[config.mk]
export PLATFORM = sky130hd
export DESIGN_NAME = hpd_top
export DESIGN_NICKNAME = d
export VERILOG_FILES = /design/src/common/hpd_pkg.sv /design/src/common/hpd_lamp_if.sv /design/src/verilog/hpd_lamp.sv /design/src/verilog/hpd_top.sv
export VERILOG_INCLUDE_DIRS = /design/src /design/src/common
export SDC_FILE = /design/constraint.sdc
export NUM_CORES = 1
export LEC_CHECK = 0
export BUFFER_PORTS_ARGS = -buffer_cell sky130_fd_sc_hd__buf_4
export CAP_MARGIN = 20
export CORE_MARGIN = 2
export CORE_UTILIZATION = 60
export DETAILED_ROUTE_END_ITERATION = 6
export PLACE_DENSITY = 0.84
export SLEW_MARGIN = 20
export SYNTH_ARGS = -nofsm -noshare
export SYNTH_HDL_FRONTEND = slang
export SYNTH_SLANG_ARGS = --single-unit
[constraint.sdc]
create_clock -name clock_i -period 5.7 [get_ports clock_i]
set_input_delay 1.14 -clock clock_i [delete_from_list [all_inputs] [get_ports clock_i]]
set_output_delay 1.14 -clock clock_i [all_outputs]
set_load 0.02 [all_outputs]
[src/common/hpd_map.svh]
// Constants for the host port decode block: offsets, codes, times.
// Assumes a 100 MHz core clock; included by its bare name.
`ifndef HPD_MAP_SVH
`define HPD_MAP_SVH

`define HPD_CLK_KHZ 32'd100000
`define HPD_PORT_FIRST 1'b0
`define HPD_PORT_SECOND 1'b1
`define HPD_BASE_RESET 16'h0000
`define HPD_IRQ_DEFAULT 3'h5
`define HPD_CTRL_SOFT_RST 0
`define HPD_CTRL_IRQ_CLR 1
`define HPD_STAT_READY 7
`define HPD_STAT_IRQ 6
`define HPD_STAT_HALT 5
`define HPD_FAULT_CFG_ADDR 8'ha0
`define HPD_FAULT_MEM_LOW 8'hb1
`define HPD_FAULT_MEM_HIGH 8'hb2
`define HPD_FAULT_PARITY 8'hc8
`define HPD_FAULT_NMI 8'hc9
`define HPD_FAULT_HOST_IRQ 8'hca
`define HPD_MEM_LOW_LIMIT 19'h20000
`define HPD_TIMEOUT_MS 32'd30
`define HPD_SELFTEST_MS 32'd3000
`define HPD_BLINK_MS 32'd500
`define HPD_LONG_MS 32'd750
`define HPD_SHORT_MS 32'd250
`define HPD_GAP_MS 32'd250
`define HPD_PAUSE_MS 32'd2000
`define HPD_NMI_WAIT_CYC 32'd16

`endif

[src/common/hpd_pkg.sv]
// Types shared by the host port decode block and its lamp driver.
// Assumes nothing beyond a SystemVerilog compiler.
package hpd_pkg;
    typedef enum logic [3:0] {
        HPD_ST_SELFTEST = 4'b0001,
        HPD_ST_READY = 4'b0010,
        HPD_ST_RUN = 4'b0100,
        HPD_ST_HALT = 4'b1000
    } hpd_state_e;

    typedef enum logic [3:0] {
        HPD_LAMP_OFF = 4'b0001,
        HPD_LAMP_ON = 4'b0010,
        HPD_LAMP_BLINK = 4'b0100,
        HPD_LAMP_CODE = 4'b1000
    } hpd_lamp_mode_e;

    typedef enum logic [2:0] {
        HPD_PH_MARK = 3'b001,
        HPD_PH_GAP = 3'b010,
        HPD_PH_PAUSE = 3'b100
    } hpd_phase_e;
endpackage

[src/common/hpd_lamp_if.sv]
// Carrier between the port logic and the status lamp driver.
// Assumes both ends share one clock and reset.
`timescale 1ns/1ps
interface hpd_lamp_if;
    import hpd_pkg::*;
    hpd_lamp_mode_e mode;
    logic [7:0] code;
    modport ctrl (output mode, output code);
    modport lamp (input mode, input code);
endinterface

[src/verilog/hpd_lamp.sv]
// Status lamp driver: steady, even blink, or serial fault code.
// Assumes a synchronous active-low reset from the top.
`timescale 1ns/1ps
`include "hpd_map.svh"
module hpd_lamp
    import hpd_pkg::*;
#(
    parameter logic [31:0] BLINK_CYC = 32'd50000000,
    parameter logic [31:0] LONG_CYC = 32'd75000000,
    parameter logic [31:0] SHORT_CYC = 32'd25000000,
    parameter logic [31:0] GAP_CYC = 32'd25000000,
    parameter logic [31:0] PAUSE_CYC = 32'd200000000
) (
    input wire logic clock_i,
    input wire logic rst_n_i,
    hpd_lamp_if.lamp ctl,
    output logic status_lamp_o
);
    hpd_phase_e ph_q, ph_d;
    logic [31:0] cnt_q, cnt_d;
    logic [2:0] bit_q, bit_d;
    logic lamp_q, lamp_d;
    logic [31:0] mark_len;

    always_comb begin
        mark_len = ctl.code[bit_q] ? LONG_CYC : SHORT_CYC;
        ph_d = ph_q;
        bit_d = bit_q;
        cnt_d = cnt_q + 32'd1;
        lamp_d = 1'b0;
        unique case (ctl.mode)
            HPD_LAMP_OFF: begin
                cnt_d = '0;
            end
            HPD_LAMP_ON: begin
                lamp_d = 1'b1;
                cnt_d = '0;
            end
            HPD_LAMP_BLINK: begin
                // Even duty: same time lit and dark
                if (cnt_q >= (BLINK_CYC << 1) - 32'd1) begin
                    cnt_d = '0;
                end
                lamp_d = (cnt_q < BLINK_CYC);
            end
            HPD_LAMP_CODE: begin
                // MSB first, long for one, short for zero, pause then repeat
                unique case (ph_q)
                    HPD_PH_MARK: begin
                        lamp_d = 1'b1;
                        if (cnt_q >= mark_len - 32'd1) begin
                            cnt_d = '0;
                            ph_d = HPD_PH_GAP;
                        end
                    end
                    HPD_PH_GAP: begin
                        if (cnt_q >= GAP_CYC - 32'd1) begin
                            cnt_d = '0;
                            bit_d = bit_q - 3'd1;
                            ph_d = (bit_q == 3'd0) ? HPD_PH_PAUSE : HPD_PH_MARK;
                        end
                    end
                    HPD_PH_PAUSE: begin
                        if (cnt_q >= PAUSE_CYC - 32'd1) begin
                            cnt_d = '0;
                            bit_d = 3'd7;
                            ph_d = HPD_PH_MARK;
                        end
                    end
                    default: begin
                        ph_d = HPD_PH_PAUSE;
                        cnt_d = '0;
                    end
                endcase
            end
            default: begin
                cnt_d = '0;
            end
        endcase
        if (ctl.mode != HPD_LAMP_CODE) begin
            // Code always restarts from its top bit after a pause
            ph_d = HPD_PH_PAUSE;
            bit_d = 3'd7;
        end
    end

    always_ff @(posedge clock_i) begin
        if (!rst_n_i) begin
            ph_q <= HPD_PH_PAUSE;
            cnt_q <= '0;
            bit_q <= 3'd7;
            lamp_q <= 1'b1;
        end else begin
            ph_q <= ph_d;
            cnt_q <= cnt_d;
            bit_q <= bit_d;
            lamp_q <= lamp_d;
        end
    end

    assign status_lamp_o = lamp_q;
endmodule

[src/verilog/hpd_top.sv]
// Host port logic: two-port I/O decode, bus interrupt, bus timeout, fault codes.
// Assumes host strobes synchronous to clock_i and held until acknowledged.
`timescale 1ns/1ps
`include "hpd_map.svh"
// Function
// - Device occupies two adjacent byte ports, first and second.
// - With no straps fitted, ports decode at addresses zero and one.
// - Base address strap-selectable over the whole 16-bit I/O range.
// - Decode compares either eight or sixteen address bits, strap-selected.
// - One strap-selected bus interrupt level out of eight.
// - Default interrupt selection drives level five.
// - Unacknowledged bus transfer aborts after 30 ms; enable strap-selectable.
// - Invalid configuration address halts with fault code A0.
// - Memory failure below 128K gives B1, above gives B2.
// - Missing NMI after bus timeout gives fault code C9.
// - Failed host interrupt path test gives fault code CA.
// - Failed parity checking logic gives fault code C8.
// - Fault code shown MSB first, long one, short zero, repeated.
// - Lamp lit in self-test, even blink until initialized, then off.
// - After reset, self-test ends within three seconds, then ready.
module hpd_top
    import hpd_pkg::*;
#(
    parameter logic [31:0] TIMEOUT_CYC = `HPD_TIMEOUT_MS * `HPD_CLK_KHZ,
    parameter logic [31:0] SELFTEST_CYC = `HPD_SELFTEST_MS * `HPD_CLK_KHZ,
    parameter logic [31:0] BLINK_CYC = `HPD_BLINK_MS * `HPD_CLK_KHZ,
    parameter logic [31:0] LONG_CYC = `HPD_LONG_MS * `HPD_CLK_KHZ,
    parameter logic [31:0] SHORT_CYC = `HPD_SHORT_MS * `HPD_CLK_KHZ,
    parameter logic [31:0] GAP_CYC = `HPD_GAP_MS * `HPD_CLK_KHZ,
    parameter logic [31:0] PAUSE_CYC = `HPD_PAUSE_MS * `HPD_CLK_KHZ
) (
    input wire logic clock_i,
    input wire logic arst_n_i,
    input wire logic [15:0] io_addr_i,
    input wire logic io_rd_i,
    input wire logic io_wr_i,
    input wire logic [7:0] io_wdata_i,
    output logic [7:0] io_rdata_o,
    output logic io_ack_o,
    input wire logic [15:1] strap_base_i,
    input wire logic strap_wide_i,
    input wire logic [2:0] strap_irq_i,
    input wire logic strap_timeout_en_i,
    output logic [7:0] bus_interrupt_levels_o,
    input wire logic [7:0] fw_status_i,
    output logic [7:0] fw_cmd_o,
    output logic fw_cmd_valid_o,
    input wire logic fw_irq_req_i,
    input wire logic selftest_done_i,
    input wire logic init_done_i,
    input wire logic mst_req_i,
    input wire logic mst_ack_i,
    output logic mst_abort_o,
    output logic nmi_o,
    input wire logic nmi_taken_i,
    input wire logic cfg_bad_addr_i,
    input wire logic mem_fail_i,
    input wire logic [18:0] mem_fail_addr_i,
    input wire logic parity_fail_i,
    input wire logic irq_test_fail_i,
    output logic ready_o,
    output logic halted_o,
    output logic status_lamp_o
);
    // Address match; narrow mode ignores the upper byte
    function automatic logic port_hit(input logic [15:0] a, input logic [15:1] b,
                                      input logic wide);
        port_hit = wide ? (a[15:1] == b) : (a[7:1] == b[7:1]);
    endfunction

    logic [1:0] rst_sync_q;
    logic rst_n;
    always_ff @(posedge clock_i or negedge arst_n_i) begin
        if (!arst_n_i) begin
            rst_sync_q <= 2'b00;
        end else begin
            rst_sync_q <= {rst_sync_q[0], 1'b1};
        end
    end
    assign rst_n = rst_sync_q[1];

    // Straps caught once after reset release, not under the async reset
    logic cap_q, cap_d, wide_q, wide_d, tmo_en_q, tmo_en_d;
    logic [15:1] base_q, base_d;
    logic [2:0] lvl_q, lvl_d;
    always_comb begin
        cap_d = 1'b1;
        base_d = base_q;
        wide_d = wide_q;
        lvl_d = lvl_q;
        tmo_en_d = tmo_en_q;
        if (!cap_q) begin
            base_d = strap_base_i;
            wide_d = strap_wide_i;
            lvl_d = strap_irq_i ^ `HPD_IRQ_DEFAULT; // Unfitted reads 0 -> level 5
            tmo_en_d = strap_timeout_en_i;
        end
    end
    always_ff @(posedge clock_i) begin
        if (!rst_n) begin
            cap_q <= 1'b0;
            base_q <= 15'(`HPD_BASE_RESET >> 1);
            wide_q <= 1'b1;
            lvl_q <= `HPD_IRQ_DEFAULT;
            tmo_en_q <= 1'b0;
        end else begin
            cap_q <= cap_d;
            base_q <= base_d;
            wide_q <= wide_d;
            lvl_q <= lvl_d;
            tmo_en_q <= tmo_en_d;
        end
    end

    // Host port access
    hpd_state_e st_q, st_d;
    logic hit, take_rd, take_wr;
    logic ack_q, ack_d, cmdv_q, cmdv_d, irq_q, irq_d, soft_rst;
    logic [7:0] rdata_q, rdata_d, cmd_q, cmd_d, code_q, code_d;
    assign hit = cap_q && port_hit(io_addr_i, base_q, wide_q);
    assign take_rd = hit && io_rd_i && !ack_q;
    assign take_wr = hit && io_wr_i && !ack_q;
    assign soft_rst = take_wr && (io_addr_i[0] == `HPD_PORT_SECOND)
                      && io_wdata_i[`HPD_CTRL_SOFT_RST];
    always_comb begin
        ack_d = take_rd || take_wr;
        rdata_d = rdata_q;
        cmd_d = cmd_q;
        cmdv_d = 1'b0;
        irq_d = irq_q;
        // Lowest address bit picks the port
        if (take_rd && io_addr_i[0] == `HPD_PORT_FIRST) begin
            rdata_d = fw_status_i;
            irq_d = 1'b0;
        end else if (take_rd) begin
            rdata_d = (st_q == HPD_ST_HALT) ? code_q : 8'h00;
            rdata_d[`HPD_STAT_READY] = (st_q == HPD_ST_HALT) ? code_q[7] : ready_o;
            if (st_q != HPD_ST_HALT) begin
                rdata_d[`HPD_STAT_IRQ] = irq_q;
                rdata_d[`HPD_STAT_HALT] = 1'b0;
            end
        end
        if (take_wr && io_addr_i[0] == `HPD_PORT_FIRST) begin
            cmd_d = io_wdata_i;
            cmdv_d = 1'b1;
        end else if (take_wr && io_wdata_i[`HPD_CTRL_IRQ_CLR]) begin
            irq_d = 1'b0;
        end
        // A new request beats a same-cycle clear
        if (fw_irq_req_i) begin
            irq_d = 1'b1;
        end
    end
    always_ff @(posedge clock_i) begin
        if (!rst_n) begin
            ack_q <= 1'b0;
            rdata_q <= 8'h00;
            cmd_q <= 8'h00;
            cmdv_q <= 1'b0;
            irq_q <= 1'b0;
        end else begin
            ack_q <= ack_d;
            rdata_q <= rdata_d;
            cmd_q <= cmd_d;
            cmdv_q <= cmdv_d;
            irq_q <= irq_d;
        end
    end

    // One-hot drive on the strapped level only
    logic [7:0] lvl_vec;
    genvar gi;
    generate
        for (gi = 0; gi < 8; gi++) begin : g_lvl
            assign lvl_vec[gi] = irq_q && (lvl_q == 3'(gi));
        end
    endgenerate

    // Bus timeout and NMI watch
    logic [31:0] tmo_q, tmo_d;
    logic [4:0] nmiw_q, nmiw_d;
    logic abort_q, abort_d, nmi_q, nmi_d, nmi_lost;
    always_comb begin
        tmo_d = '0;
        abort_d = 1'b0;
        nmi_d = 1'b0;
        nmiw_d = (nmiw_q != 5'd0 && !nmi_taken_i) ? nmiw_q - 5'd1 : 5'd0;
        nmi_lost = (nmiw_q == 5'd1) && !nmi_taken_i;
        if (mst_req_i && !mst_ack_i && tmo_en_q && !abort_q) begin
            tmo_d = tmo_q + 32'd1;
            if (tmo_q >= TIMEOUT_CYC - 32'd1) begin
                tmo_d = '0;
                abort_d = 1'b1;
                nmi_d = 1'b1;
                nmiw_d = 5'(`HPD_NMI_WAIT_CYC);
            end
        end
    end
    always_ff @(posedge clock_i) begin
        if (!rst_n) begin
            tmo_q <= '0;
            nmiw_q <= 5'd0;
            abort_q <= 1'b0;
            nmi_q <= 1'b0;
        end else begin
            tmo_q <= tmo_d;
            nmiw_q <= nmiw_d;
            abort_q <= abort_d;
            nmi_q <= nmi_d;
        end
    end

    // Board state and fault capture; first fault wins and halts
    logic [31:0] st_cnt_q, st_cnt_d;
    logic [7:0] new_code;
    logic fault;
    always_comb begin
        fault = 1'b1;
        new_code = 8'h00;
        if (cfg_bad_addr_i) begin
            new_code = `HPD_FAULT_CFG_ADDR;
        end else if (mem_fail_i) begin
            new_code = (mem_fail_addr_i < `HPD_MEM_LOW_LIMIT) ?
                       `HPD_FAULT_MEM_LOW : `HPD_FAULT_MEM_HIGH;
        end else if (parity_fail_i) begin
            new_code = `HPD_FAULT_PARITY;
        end else if (nmi_lost) begin
            new_code = `HPD_FAULT_NMI;
        end else if (irq_test_fail_i) begin
            new_code = `HPD_FAULT_HOST_IRQ;
        end else begin
            fault = 1'b0;
        end
        st_d = st_q;
        code_d = code_q;
        st_cnt_d = '0;
        unique case (st_q)
            HPD_ST_SELFTEST: begin
                st_cnt_d = st_cnt_q + 32'd1;
                // Three-second budget also closes self
                if (selftest_done_i || st_cnt_q >= SELFTEST_CYC - 32'd1) begin
                    st_d = HPD_ST_READY;
                end
            end
            HPD_ST_READY: begin
                if (init_done_i) begin
                    st_d = HPD_ST_RUN;
                end
            end
            HPD_ST_RUN: begin
            end
            HPD_ST_HALT: begin
            end
            default: begin
                st_d = HPD_ST_HALT;
            end
        endcase
        if (fault && st_q != HPD_ST_HALT) begin
            st_d = HPD_ST_HALT;
            code_d = new_code;
        end
        if (soft_rst) begin
            st_d = HPD_ST_SELFTEST;
            code_d = 8'h00;
        end
    end
    always_ff @(posedge clock_i) begin
        if (!rst_n) begin
            st_q <= HPD_ST_SELFTEST;
            st_cnt_q <= '0;
            code_q <= 8'h00;
        end else begin
            st_q <= st_d;
            st_cnt_q <= st_cnt_d;
            code_q <= code_d;
        end
    end

    hpd_lamp_if lamp_bus ();
    always_comb begin
        unique case (st_q)
            HPD_ST_SELFTEST: lamp_bus.mode = HPD_LAMP_ON;
            HPD_ST_READY: lamp_bus.mode = HPD_LAMP_BLINK;
            HPD_ST_RUN: lamp_bus.mode = HPD_LAMP_OFF;
            default: lamp_bus.mode = HPD_LAMP_CODE;
        endcase
        lamp_bus.code = code_q;
    end

    hpd_lamp #(
        .BLINK_CYC(BLINK_CYC),
        .LONG_CYC(LONG_CYC),
        .SHORT_CYC(SHORT_CYC),
        .GAP_CYC(GAP_CYC),
        .PAUSE_CYC(PAUSE_CYC)
    ) u_lamp (
        .clock_i(clock_i),
        .rst_n_i(rst_n),
        .ctl(lamp_bus.lamp),
        .status_lamp_o(status_lamp_o)
    );

    assign io_ack_o = ack_q;
    assign io_rdata_o = rdata_q;
    assign fw_cmd_o = cmd_q;
    assign fw_cmd_valid_o = cmdv_q;
    assign bus_interrupt_levels_o = lvl_vec;
    assign mst_abort_o = abort_q;
    assign nmi_o = nmi_q;
    assign ready_o = (st_q == HPD_ST_READY) || (st_q == HPD_ST_RUN);
    assign halted_o = (st_q == HPD_ST_HALT);
endmodule

* Word level (Yosys, flattened, before mapping)
Cells that the tools add are included.
Storage, ports and cells: register bits after elaboration 163, bits of input ports 85, output and inout bits 31, logic and storage cells 170
Cells by class: add/sub/neg operators 6, order comparisons 9, equality and inequality tests 30, mux-type cells 51, bitwise gates (word level) 5, reduce and logical (&&, ||, !) cells 47
Operators with widths (number):
- 2-to-1 mux 32 bit | 4
- adder 32 x 1 -> 32 bit, second input constant | 3
- one-hot mux 32 bit (3 select lines) | 1
- one-hot mux 32 bit (2 select lines) | 1
- 2-to-1 mux 8 bit | 7
- >= comparator 32 x 22 -> 1 bit, second input constant | 1
- >= comparator 32 x 25 -> 1 bit, second input constant | 1
- >= comparator 32 x 27 -> 1 bit, second input constant | 1
- >= comparator 32 x 28 -> 1 bit, second input constant | 1
- >= comparator 32 x 29 -> 1 bit, second input constant | 1
- >= comparator 32 bit | 1
- < comparator 32 x 26 -> 1 bit, second input constant | 1
- subtractor 32 x 1 -> 32 bit, second input constant | 1
- 2-to-1 mux 27 bit | 1
- logical AND 1 bit | 24
- one-hot mux 4 bit (3 select lines) | 2
- < comparator 19 x 18 -> 1 bit, second input constant | 1
- 2-to-1 mux 3 bit | 6
- 2-to-1 mux 1 bit | 16
- == test 15 bit | 1
- == test 3 bit, second input constant | 5
- 2-to-1 mux 5 bit | 3
- 2-to-1 mux 4 bit | 3
- == test 3 x 2 -> 1 bit, second input constant | 3
- other kinds (32) | 59

* Longest topological paths before layout
Gate-level depths: netlist of the first run.
word-level depth 10, mapped depth 13, gate-level depth less buffers 12

* Hierarchy
From an unflattened synthesis of the first run, not the netlist that was laid out.
Unflattened totals: cell total of the unflattened synthesis 882, area total of the unflattened synthesis 8035.2 um^2
Modules (own cells, without submodules):
- hpd_top | instances 1, cells an instance 616, area each 5641.7 um^2, sequential area each 2452.4 um^2
- hpd_lamp | instances 1, cells an instance 266, area each 2393.5 um^2, sequential area each 780.7 um^2

* Worst setup path after synthesis of the first run
OpenSTA, ideal clock, no wires.
path kind reg2reg, start point reg u_lamp.bit_q[0], end point reg u_lamp.cnt_q[22], library setup time 0.115 ns, arrival 2.693 ns, required time 5.585 ns, slack 2.893 ns, stages on the path, launching flop included 14, buffers on the path 1, period minus slack after synthesis 2.807 ns, cell sequence dfxtp_1 mux4_2 nor2_1 a21o_1 inv_1 ha_1 nand4_1 nor3_1 o31ai_1 a211oi_1 o211ai_1 a21oi_4 buf_4 nor2_1
Between the ends: cells in the longest elaborated chain, start to end 8
RTL lines:
- start, declared | RTL line hpd_lamp.sv:21 | logic [2:0] bit_q, bit_d;
- start signal, assigned | RTL line hpd_lamp.sv:96 | bit_q <= bit_d;
- binary-select mux 1 bit (select 3 bit) | RTL line hpd_lamp.sv:26 | mark_len = ctl.code[bit_q] ? LONG_CYC : SHORT_CYC;
- 2-to-1 mux 1 bit (implied by the code) | RTL line hpd_lamp.sv:26
- 2-to-1 mux 27 bit | RTL line hpd_lamp.sv:26
- subtractor 32 x 1 -> 32 bit | RTL line hpd_lamp.sv:51 | if (cnt_q >= mark_len - 32'd1) begin
- >= comparator 32 bit | RTL line hpd_lamp.sv:51
- 2-to-1 mux 32 bit | RTL line hpd_lamp.sv:51
- one-hot mux 32 bit (3 select lines) | RTL line hpd_lamp.sv:48 | unique case (ph_q)
- one-hot mux 32 bit (2 select lines) | RTL line hpd_lamp.sv:31 | unique case (ctl.mode)
- end signal, assigned | RTL line hpd_lamp.sv:95 | cnt_q <= cnt_d;
- end, declared | RTL line hpd_lamp.sv:20 | logic [31:0] cnt_q, cnt_d;
Every way passes these cells. The select of a mux whose other input is x is not followed. A chain may end at the register's enable or synchronous reset.

* Worst setup path in the final report of the first run
Ends and elaborated chain as after synthesis.

==> results of run 1 <==
## worst max-delay path: stages (launching register included)
cell,delay [ns]
dfxtp_1,0.42
mux4_2,0.52
nor2_1,0.10
a21o_1,0.19
inv_1,0.13
ha_1,0.29
nand4_1,0.13
nor3_1,0.21
o31ai_1,0.11
a211oi_1,0.36
o211ai_1,0.19
a21oi_4,0.61
nor2_1,0.11
## cell families (layout without fill, tap and decap cells)
kind of cell	after synthesis	after routing
other	2	15
adders and majority gates	13	13
DFF	161	161
muxes	31	31
AOI/OAI and AO/OA	94	94
buffers and inverters	56	152
and+or+nand+nor	385	385
xor gates and xnor gates	92	92
## cell type report
cell class	count	share of cell area [%]
Multi-Input combinational cell	630	44.6
Clock inverter	15	2.24
Tap cell	147	2.09
Timing Repair Buffer	100	8.55
Inverter	20	0.855
Clock buffer	17	4.85
Sequential cell	161	36.8
## state kept, by name (all words and copies together), names as in the netlist
register / flops
u_lamp.cnt_q: 32
wide_q: 1
st_cnt_q: 32
rst_sync_q: 2
tmo_en_q: 1
fw_cmd_o: 8
lvl_q: 3
fw_cmd_valid_o: 1
nmi_o: 1
u_lamp.bit_q: 3
u_lamp.ph_q: 3
u_lamp.status_lamp_o: 1
code_q: 6
io_rdata_o: 8
cap_q: 1
st_q: 4
base_q: 15
nmiw_q: 5
tmo_q: 32
io_ack_o: 1
irq_q: 1
## power by group through the flow
| stage | clock [W] | combinational (W) | sequential [W] |
|---|---|---|---|
| 3_3_place_gp | 0 | 0.000149 | 0.00120 |
| 2_1_floorplan | 0 | 0.0000956 | 0.00119 |
| 4_1_cts | 0.00121 | 0.000155 | 0.00117 |
| 6_report | 0.00119 | 0.000155 | 0.00117 |
| 5_1_grt | 0.00125 | 0.000172 | 0.00118 |
| 3_5_place_dp | 0 | 0.000154 | 0.00120 |
## stage by stage
stage	utilization (%)	hold WS [ns]	instances	power (W)	setup WS, ns
floorplan	-	0.331	847	0.00129	2.89
global placement	68.2	0.336	1058	0.00135	2.28
detailed placement	68.2	0.347	1058	0.00135	2.22
CTS	73.4	0.361	1090	0.00254	2.21
global route	73.4	0.365	1090	0.00260	1.90
finish	73.4	0.363	1090	0.00252	2.18
## synthesized netlist by cell type, types with 3 or more instances
cell,number,area share [%]
a211oi_1,4,0.41
a21oi_1,25,1.7
a31oi_1,9,0.77
a41oi_1,5,0.60
and2_1,4,0.34
and3_1,20,1.7
and4_1,7,0.84
buf_2,7,0.48
buf_4,3,0.31
clkbuf_1,26,1.3
dfxtp_1,159,43
ha_1,13,2.2
inv_1,18,0.92
mux2i_1,30,4.1
nand2_1,62,3.2
nand2b_1,8,0.68
nand3_1,45,3.1
nand4_1,25,2.1
nand4b_1,3,0.36
nor2_1,154,7.9
nor2b_1,10,0.85
nor3_1,14,0.96
nor4_1,11,0.94
o211ai_1,3,0.31
o21ai_0,16,1.1
o31ai_1,9,0.92
or3_1,3,0.26
xnor2_1,22,2.6
xor2_1,70,8.4
## layer usage
metal	share of wire (%)	track usage (%)
met2	47	39.9
met4	2.2	10.2
met1	45	29.9
met3	6.2	6.19
met5	0	0
## worst min-delay path by stage
stage	cells after the start	slack, ns	start	to
after floorplan	0	0.33	rst_sync_q[0]$_DFF_PN0_	rst_sync_q[1]$_DFF_PN0_
after global placement	0	0.34	rst_sync_q[0]$_DFF_PN0_	rst_sync_q[1]$_DFF_PN0_
after detailed placement	0	0.35	rst_sync_q[0]$_DFF_PN0_	rst_sync_q[1]$_DFF_PN0_
after CTS	0	0.36	rst_sync_q[0]$_DFF_PN0_	rst_sync_q[1]$_DFF_PN0_
after global routing	0	0.37	rst_sync_q[0]$_DFF_PN0_	rst_sync_q[1]$_DFF_PN0_
final	0	0.36	rst_sync_q[0]$_DFF_PN0_	rst_sync_q[1]$_DFF_PN0_
==> run_results.csv, run 1 <==
group,metric,value,unit
cts,insertion_delay,0.43,ns
logic_synthesis,synth_fa_ha_area_share,2.22,%
logic_synthesis,synth_mux_area_share,4.40,%
drt,viasPerCell,5.66,
timing,period_needed,3.52,ns
power,power_frac_clock,47.2,%
global_route,grt_pass1_wl,25500,µm
logic_synthesis,ys_types,65,
global_route,grt_max_degree,37,
timing,finalSetupViolCount,0,
layout,seqCellArea,3230,µm²
die,die_height,115,µm
placement,io_buffers,98,
logic_synthesis,syn_inst,834,
logic_synthesis,ys_seq_area_share,44.1,%
critical_path,worst-path-max-fanout,28,
logic_synthesis,synthXorXnorAreaFrac,11.0,%
drt,drtIter0Drc,623,
layout,syn_to_final_growth,19.8,%
drt,drt-pass1-iter-count,5,
global_route,antenna_found_initial,0,
logic_synthesis,ys_seq_elements,161,
logic_synthesis,synth-simple-area-share,25.9,%
layout,final_cell_mix,"dfxtp_1, nor2_1, buf_4, xor2_1, nand2_1",
power,leakage,3.64,nW
cts,tritoncts,"built",
logic_synthesis,synth_top_flop_cell,"dfxtp_1",
critical_path,r2r_cells,12,
global_route,grt_usage,24.1,%
timing,hold_viol,0,
placement,hpwl,10800,µm
die,ioPinCount,116,
timing,setup_tns,0,ns
critical_path,worstSetupPathType,"flop to flop",
global_route,grt-ovfl-total,0,
die,initial_core_util,61.3,%
placement,place_congestion,0.883,
layout,nets,1028,
cts,cts_max_path_buffers,2,
cts,cts_num_sinks,161,
power,power_frac_comb,6.2,%
die,fp.dieArea,13100,µm²
cts,post_cts_buffers,0,
status,outcome,"complete, no violations",
cts,cts-htree-levels,4,
critical_path,cp.required,5.99,ns
drt,routedWlPerCell,14.0,µm
power,p_int,0.00193,W
timing,maxSlewViolCount,0,
die,rows,40,
logic_synthesis,netlist_area,7330,µm²
logic_synthesis,yosys_warnings,0,
logic_synthesis,synth_edf_count,0,
die,core-area,12000,µm²
die,die_w,115,µm
critical_path,r2r_setup_slack,2.18,ns
logic_synthesis,syn_area_per_cell,8.79,µm²
logic_synthesis,synth_compound_area_share,9.15,%
power,power_density,287,nW/µm²
drt,vias,6170,
global_route,grt_pass1_vias,5716,
hold_path,hold_class,"flop to flop",
critical_path,worstSetupStartpoint,"u_lamp.bit_q[0]$_SDFFE_PP1P_",
layout,fin_area,8780,µm²
timing,rsz0062_at_grt,"no",
timing,relSlewSlack,31.1,%
critical_path,r2r-end,"u_lamp.cnt_q[22]$_SDFF_PN0_",
timing,worst_pin_slew,1.03,ns
critical_path,crit_arrival,3.81,ns
cts,path_clk_slew,0.06,ns
logic_synthesis,synth_top_family_by_area,"simple AND/OR/NAND/NOR gates",
timing,fmax,284,MHz
critical_path,cp-endpoint,"u_lamp.cnt_q[22]$_SDFF_PN0_",
layout,fillers,888,
layout,layout_commonest_cell,"dfxtp_1",
critical_path,cp-start-kind,"flop",
layout,drive_above_1_share,15.7,%
logic_synthesis,async_flop_share,1.24,%
cts,cts_made_buffers,17,
drt,totalWireLength,15300,µm
timing,fin_crit_sh,61.8,%
critical_path,reg2reg_from,"u_lamp.bit_q[0]$_SDFFE_PP1P_",
critical_path,crit_path_end_kind,"flop",
placement,place_area,8160,µm²
drt,ant_nets,0,
power,p_sw_share,23.3,%
job,cap_violations,0,
layout,antenna_cells,0,
cts,root_buffer,"clkbuf_16",
timing,finClkSkew,0.00934,ns
drt,drc_errors,0,
power,irDropWorstVdd,0.000199,V
power,p_switching,0.000588,W
cts,cts-hold-fix-buffers,0,
cts,cts_resized,0,
power,pwr-share-seq,46.6,%
layout,multiInputGateArea,3910,µm²
(Power assumes the default switching activity.)
==> run 2, diff against run 1 <==
Settings changed: CORE_UTILIZATION 60 to 51, PLACE_DENSITY 0.84 to 0.76.
Clock period 5.7 ns to 2.9 ns, I/O delays scaled along.
==> run 2 against run 1 <==
Against the previous run:
- hold slack worse by 0.0088 ns
- clock power up 98%
- clock skew down 0.0011 ns
- the flow now finishes with violations (negative setup slack)
- via count down 0.76%
- largest power group unchanged
- combinational power up 120%
- largest cell class unchanged
- sequential share of layout area down 1.3 points
- cell count up 4.9%
- worst setup slack worse by 2.2 ns
==> run_results.csv, run 2 (synthesis results as in run 1) <==
group,metric,value,unit
critical_path,crit_path_end_kind,"flop",
layout,final_cell_mix,"dfxtp_1, nor2_1, buf_4, xor2_1, nand2_1",
cts,tritoncts,"built",
die,rows,43,
layout,layout_commonest_cell,"dfxtp_1",
global_route,grt_pass1_vias,5581,
job,cap_violations,0,
die,die_w,124,µm
cts,cts_made_buffers,17,
global_route,grt-ovfl-total,0,
critical_path,cp.required,3.22,ns
timing,finalSetupViolCount,19,
critical_path,worst-path-max-fanout,6,
timing,worst_pin_slew,0.798,ns
layout,drive_above_1_share,18.5,%
drt,routedWlPerCell,14.1,µm
layout,top_regs,"st_cnt_q x32, tmo_q x32, u_lamp.cnt_q x32",
die,fp.dieArea,15300,µm²
critical_path,worstSetupStartpoint,"u_lamp.bit_q[0]$_SDFFE_PP1P_",
placement,place_congestion,0.858,
hold_path,worstHoldStart,"rst_sync_q[0]$_DFF_PN0_",
hold_path,hold_class,"flop to flop",
critical_path,cp-start-kind,"flop",
drt,drt-pass1-iter-count,5,
drt,ant_nets,0,
status,violations,"negative setup slack",
critical_path,crit_arrival,3.24,ns
timing,fin_crit_sh,101,%
timing,fin_hold_ws,0.354,ns
power,irDropWorstVdd,0.000429,V
global_route,grt_max_degree,36,
timing,maxSlewViolCount,0,
cts,cts_max_path_buffers,2,
cts,insertion_delay,0.43,ns
timing,rsz0062_at_grt,"yes",
timing,hold_viol,0,
cts,cts-htree-levels,4,
timing,relSlewSlack,46.4,%
critical_path,worstSetupPathType,"flop to flop",
die,ioPinCount,116,
drt,drc_errors,0,
timing,setup_slack,-0.0217,ns
placement,hpwl,11100,µm
timing,finClkSkew,0.00821,ns
die,initial_core_util,52.6,%
drt,vias,6123,
drt,viasPerCell,5.36,
die,die_height,124,µm
power,power_density,548,nW/µm²
cts,path_clk_slew,0.06,ns
drt,totalWireLength,16100,µm
drt,drtIter0Drc,479,
status,outcome,"finished, violations left",
cts,root_buffer,"clkbuf_16",
cts,cts_num_sinks,161,
layout,utilization,65.3,%
layout,syn_to_final_growth,24.2,%
layout,nets,1049,
timing,period_needed,2.92,ns
critical_path,reg2reg_from,"u_lamp.bit_q[0]$_SDFFE_PP1P_",
timing,fmax,342,MHz
layout,antenna_cells,0,
global_route,grt_usage,21.4,%
die,core-area,13900,µm²
placement,io_buffers,98,
power,leakage,3.76,nW
placement,place_ws,-0.0245,ns
global_route,grt_pass1_wl,26000,µm
global_route,antenna_found_initial,0,
power,finalPower,0.00499,W
run 2: final cells by class:
class	count	area (µm²)
clock inverter	12	181
multi-input combinational	630	3970
clock buffer	19	443
sequential	161	3240
inverter	20	75.1
fill	1178	4830
tap	180	225
timing repair buffer	121	975
run 2: stage by stage:
step                TNS (ns)  cells  area (µm²)
floorplan                  0    847        7380
global route           -3.26   1143        9100
detailed placement    -0.233   1106        8320
CTS                        0   1138        8960
finish                -0.245   1143        9100
global placement           0   1106        8320
run 2: power breakdown:
| part | switching, W | leakage, nW | total, W | internal [W] |
|---|---|---|---|---|
| clock network | 0.000893 | 0.297 | 0.00236 | 0.00146 |
| logic | 0.000167 | 2.14 | 0.000336 | 0.000169 |
| registers | 0.0000344 | 1.32 | 0.00230 | 0.00226 |
run 2: worst max-delay path: stages, from the launching register on:
cell       delay (ns)
dfxtp_2          0.33
mux4_2           0.49
nor2_1           0.10
a21o_1           0.14
inv_2            0.08
ha_4             0.26
nand4_1          0.13
nor3_2           0.21
o31ai_2          0.11
a211oi_2         0.24
o211ai_1         0.18
a21oi_4          0.21
buf_12           0.14
clkbuf_16        0.15
nor2_1           0.04
run 2: what timing repair did:
action                                  4_1_cts  5_1_grt
endpoints found under the setup margin       23       28
hold buffers                                  1        0
hold endpoints to repair                      2        0
pin swaps                                     1        6
buffers inserted                              0        2
gates cloned                                  0        3
gates resized for setup                       0       16
run 2: worst paths after layout:
| check | end | slack (ns) | depth (start not counted) |
|---|---|---|---|
| worst min-delay path | rst_sync_q[1]$_DFF_PN0_ | 0.35 | 0 |
| min in group asynchronous | rst_sync_q[1]$_DFF_PN0_ | 0.50 | 2 |
| worst min register to register | rst_sync_q[1]$_DFF_PN0_ | 0.35 | 0 |
| max in group asynchronous | rst_sync_q[0]$_DFF_PN0_ | 2.32 | 2 |
| worst max-delay path | u_lamp.cnt_q[19]$_SDFF_PN0_ | -0.02 | 14 |
| worst max register to register | u_lamp.cnt_q[19]$_SDFF_PN0_ | -0.02 | 14 |
run 2: per-layer routing:
metal / part of all wire (%) / GRT usage (%) / wire (µm) / vias to the layer above
li1: - / - / - / 3107
met1: 44 / 26.7 / 7140 / 2825
met2: 47 / 35.5 / 7580 / 169
met3: 7.2 / 5.86 / 1160 / 22
met4: 1.4 / 7.74 / 223 / 0
met5: 0 / 0 / 0 / -
==> run 3, diff against run 2 <==
Settings changed: CELL_PAD_IN_SITES_DETAIL_PLACEMENT from default to 1, CELL_PAD_IN_SITES_GLOBAL_PLACEMENT from default to 1, CORE_UTILIZATION 51 to 39, PLACE_DENSITY 0.76 to default, PLACE_DENSITY_LB_ADDON from default to 0.1.
==> run 3 against run 2 <==
Against the previous run:
- the flow still finishes with violations (negative setup slack)
- utilization shrank 16 points
- routed wire length grew 23%
- hold slack gained 0.00060 ns
- via count grew 3.2%
- clock power shrank 2%
- highest routed layer unchanged
- sequential share of layout area shrank 0.45 points
- non-clock buffer count grew 4
- combinational power grew 6.8%
- maximum frequency shrank 0.96%
==> run_results.csv, run 3 (synthesis results as in run 1) <==
group,metric,value,unit
layout,fin_area,9210,µm²
die,die_w,141,µm
cts,cts_made_buffers,17,
timing,relSlewSlack,43.5,%
drt,routedWlPerCell,16.4,µm
global_route,grt_usage,19.9,%
drt,totalWireLength,19800,µm
timing,finalSetupViolCount,28,
die,fp.dieArea,19900,µm²
timing,setup_slack,-0.0499,ns
critical_path,worstSetupPathType,"flop to flop",
layout,fillers,2170,
critical_path,cp-start-kind,"flop",
timing,hold_viol,0,
timing,fin_hold_ws,0.355,ns
timing,fmax,339,MHz
critical_path,worst-path-max-fanout,5,
layout,fin_cells,1202,
layout,antenna_cells,0,
power,irDropWorstVdd,0.000418,V
drt,ant_nets,0,
cts,insertion_delay,0.43,ns
drt,drtIter0Drc,244,
timing,maxSlewViolCount,0,
die,core-area,18600,µm²
power,power_density,539,nW/µm²
drt,viasPerCell,5.26,
critical_path,slowest_stage,"mux4_2",
timing,period_needed,2.95,ns
critical_path,reg2reg_from,"u_lamp.bit_q[0]$_SDFFE_PP1P_",
placement,place_ws,-0.0268,ns
drt,vias,6321,
die,initial_core_util,39.4,%
placement,hpwl,14100,µm
status,outcome,"finished, violations left",
cts,path_clk_slew,0.07,ns
drt,drc_errors,0,
die,rows,50,
drt,drt-pass1-iter-count,4,
cts,cts-htree-levels,4,
critical_path,r2r_cells,14,
layout,top_regs,"st_cnt_q x32, tmo_q x32, u_lamp.cnt_q x32",
critical_path,r2r-end,"u_lamp.cnt_q[20]$_SDFF_PN0_",
cts,cts_max_path_buffers,2,
critical_path,cp-endpoint,"u_lamp.cnt_q[20]$_SDFF_PN0_",
die,ioPinCount,116,
global_route,grt_max_degree,36,
layout,syn_to_final_growth,25.7,%
critical_path,worstSetupStartpoint,"u_lamp.bit_q[0]$_SDFFE_PP1P_",
critical_path,crit_arrival,3.27,ns
critical_path,cpPeakStageDelay,0.51,ns
timing,worst_pin_slew,0.841,ns
critical_path,cp.required,3.22,ns
timing,fin_crit_sh,102,%
layout,final_cell_mix,"dfxtp_1, nor2_1, buf_4, xor2_1, nand2_1",
hold_path,worstHoldStart,"rst_sync_q[0]$_DFF_PN0_",
critical_path,crit_path_end_kind,"flop",
cts,cts_num_sinks,161,
cts,tritoncts,"built",
global_route,grt_pass1_wl,32100,µm
critical_path,r2r_setup_slack,-0.05,ns
critical_path,path_cells,"mux4_2 -> nor2_2 -> a21o_1 -> inv_2 -> ha_4 -> nand4_1 -> nor3_2 -> o31ai_2 -> a211oi_2 -> o211ai_1 -> a21oi_4 -> buf_12 -> clkbuf_16 -> nor2_1",
placement,place_congestion,0.780,
cts,root_buffer,"clkbuf_16",
die,die_height,141,µm
placement,placedCellCount,1164,
layout,layout_commonest_cell,"dfxtp_1",
global_route,grt_pass1_vias,6566,
hold_path,hold_class,"flop to flop",
job,cap_violations,0,
status,violations,"negative setup slack",
layout,nets,1053,
global_route,grt-ovfl-total,0,
power,leakage,3.77,nW
timing,rsz0062_at_grt,"yes",
layout,drive_above_1_share,19.3,%
timing,finClkSkew,0.00717,ns
global_route,antenna_found_initial,0,
placement,io_buffers,98,
placement,place_area,8420,µm²
==> run 3: power breakdown <==
part | total, W | switching, W | internal [W]
registers | 0.00230 | 0.0000378 | 0.00226
logic | 0.000359 | 0.000181 | 0.000178
clock network | 0.00231 | 0.00101 | 0.00130
==> run 3: timing repair <==
item / 4_1_cts / 5_1_grt
setup buffers: 0 / 2
setup endpoints to repair: 28 / 29
hold buffers: 1 / 0
gates cloned: 0 / 3
gates resized for setup: 6 / 16
pin swaps: 0 / 7
endpoints found under the hold margin: 2 / 0
==> run 3: area by class of cell <==
| class | instances | area (µm²) | area share [%] |
|---|---|---|---|
| inverter | 20 | 75.1 | 0.815 |
| timing repair buffer | 125 | 1010 | 10.9 |
| sequential | 161 | 3230 | 35.1 |
| tap | 234 | 293 | 3.18 |
| clock inverter | 14 | 173 | 1.87 |
| clock buffer | 18 | 429 | 4.66 |
| multi-input combinational | 630 | 4000 | 43.4 |
==> run 3: per-stage QoR <==
stage / power [W] / setup TNS [ns] / utilization [%]
after global routing: 0.00516 / -5.58 / 49.6
after detailed placement: 0.00269 / -0.341 / 45.3
after CTS: 0.00502 / -0.0126 / 48.7
after global placement: 0.00267 / -0.0974 / 45.3
after floorplan: 0.00253 / 0 / -
final: 0.00497 / -1.13 / 49.6
==> run 3: routing by layer <==
| metal | track usage [%] | wire length [µm] |
|---|---|---|
| met3 | 3.97 | 841 |
| met2 | 34.4 | 9460 |
| met5 | 0 | 0 |
| met1 | 24.7 | 9080 |
| met4 | 7.16 | 384 |
==> run 3: how the worst min path moves through the flow <==
stage	to	slack, ns	cells after the start
after global routing	rst_sync_q[1]$_DFF_PN0_	0.37	0
after CTS	rst_sync_q[1]$_DFF_PN0_	0.36	0
after global placement	rst_sync_q[1]$_DFF_PN0_	0.34	0
after floorplan	rst_sync_q[0]$_DFF_PN0_	0.28	0
after detailed placement	rst_sync_q[1]$_DFF_PN0_	0.34	0
final	rst_sync_q[1]$_DFF_PN0_	0.35	0
==> run 3: worst max-delay path: cells and delay by family, from the launching register on <==
| family | cells | cell delay (ns) |
|---|---|---|
| DFF | 1 | 0.34 |
| muxes | 1 | 0.51 |
| and+or+nand+nor | 4 | 0.48 |
| buffers and inverters | 3 | 0.38 |
| adders and majority gates | 1 | 0.27 |
| AOI/OAI and AO/OA | 5 | 0.87 |
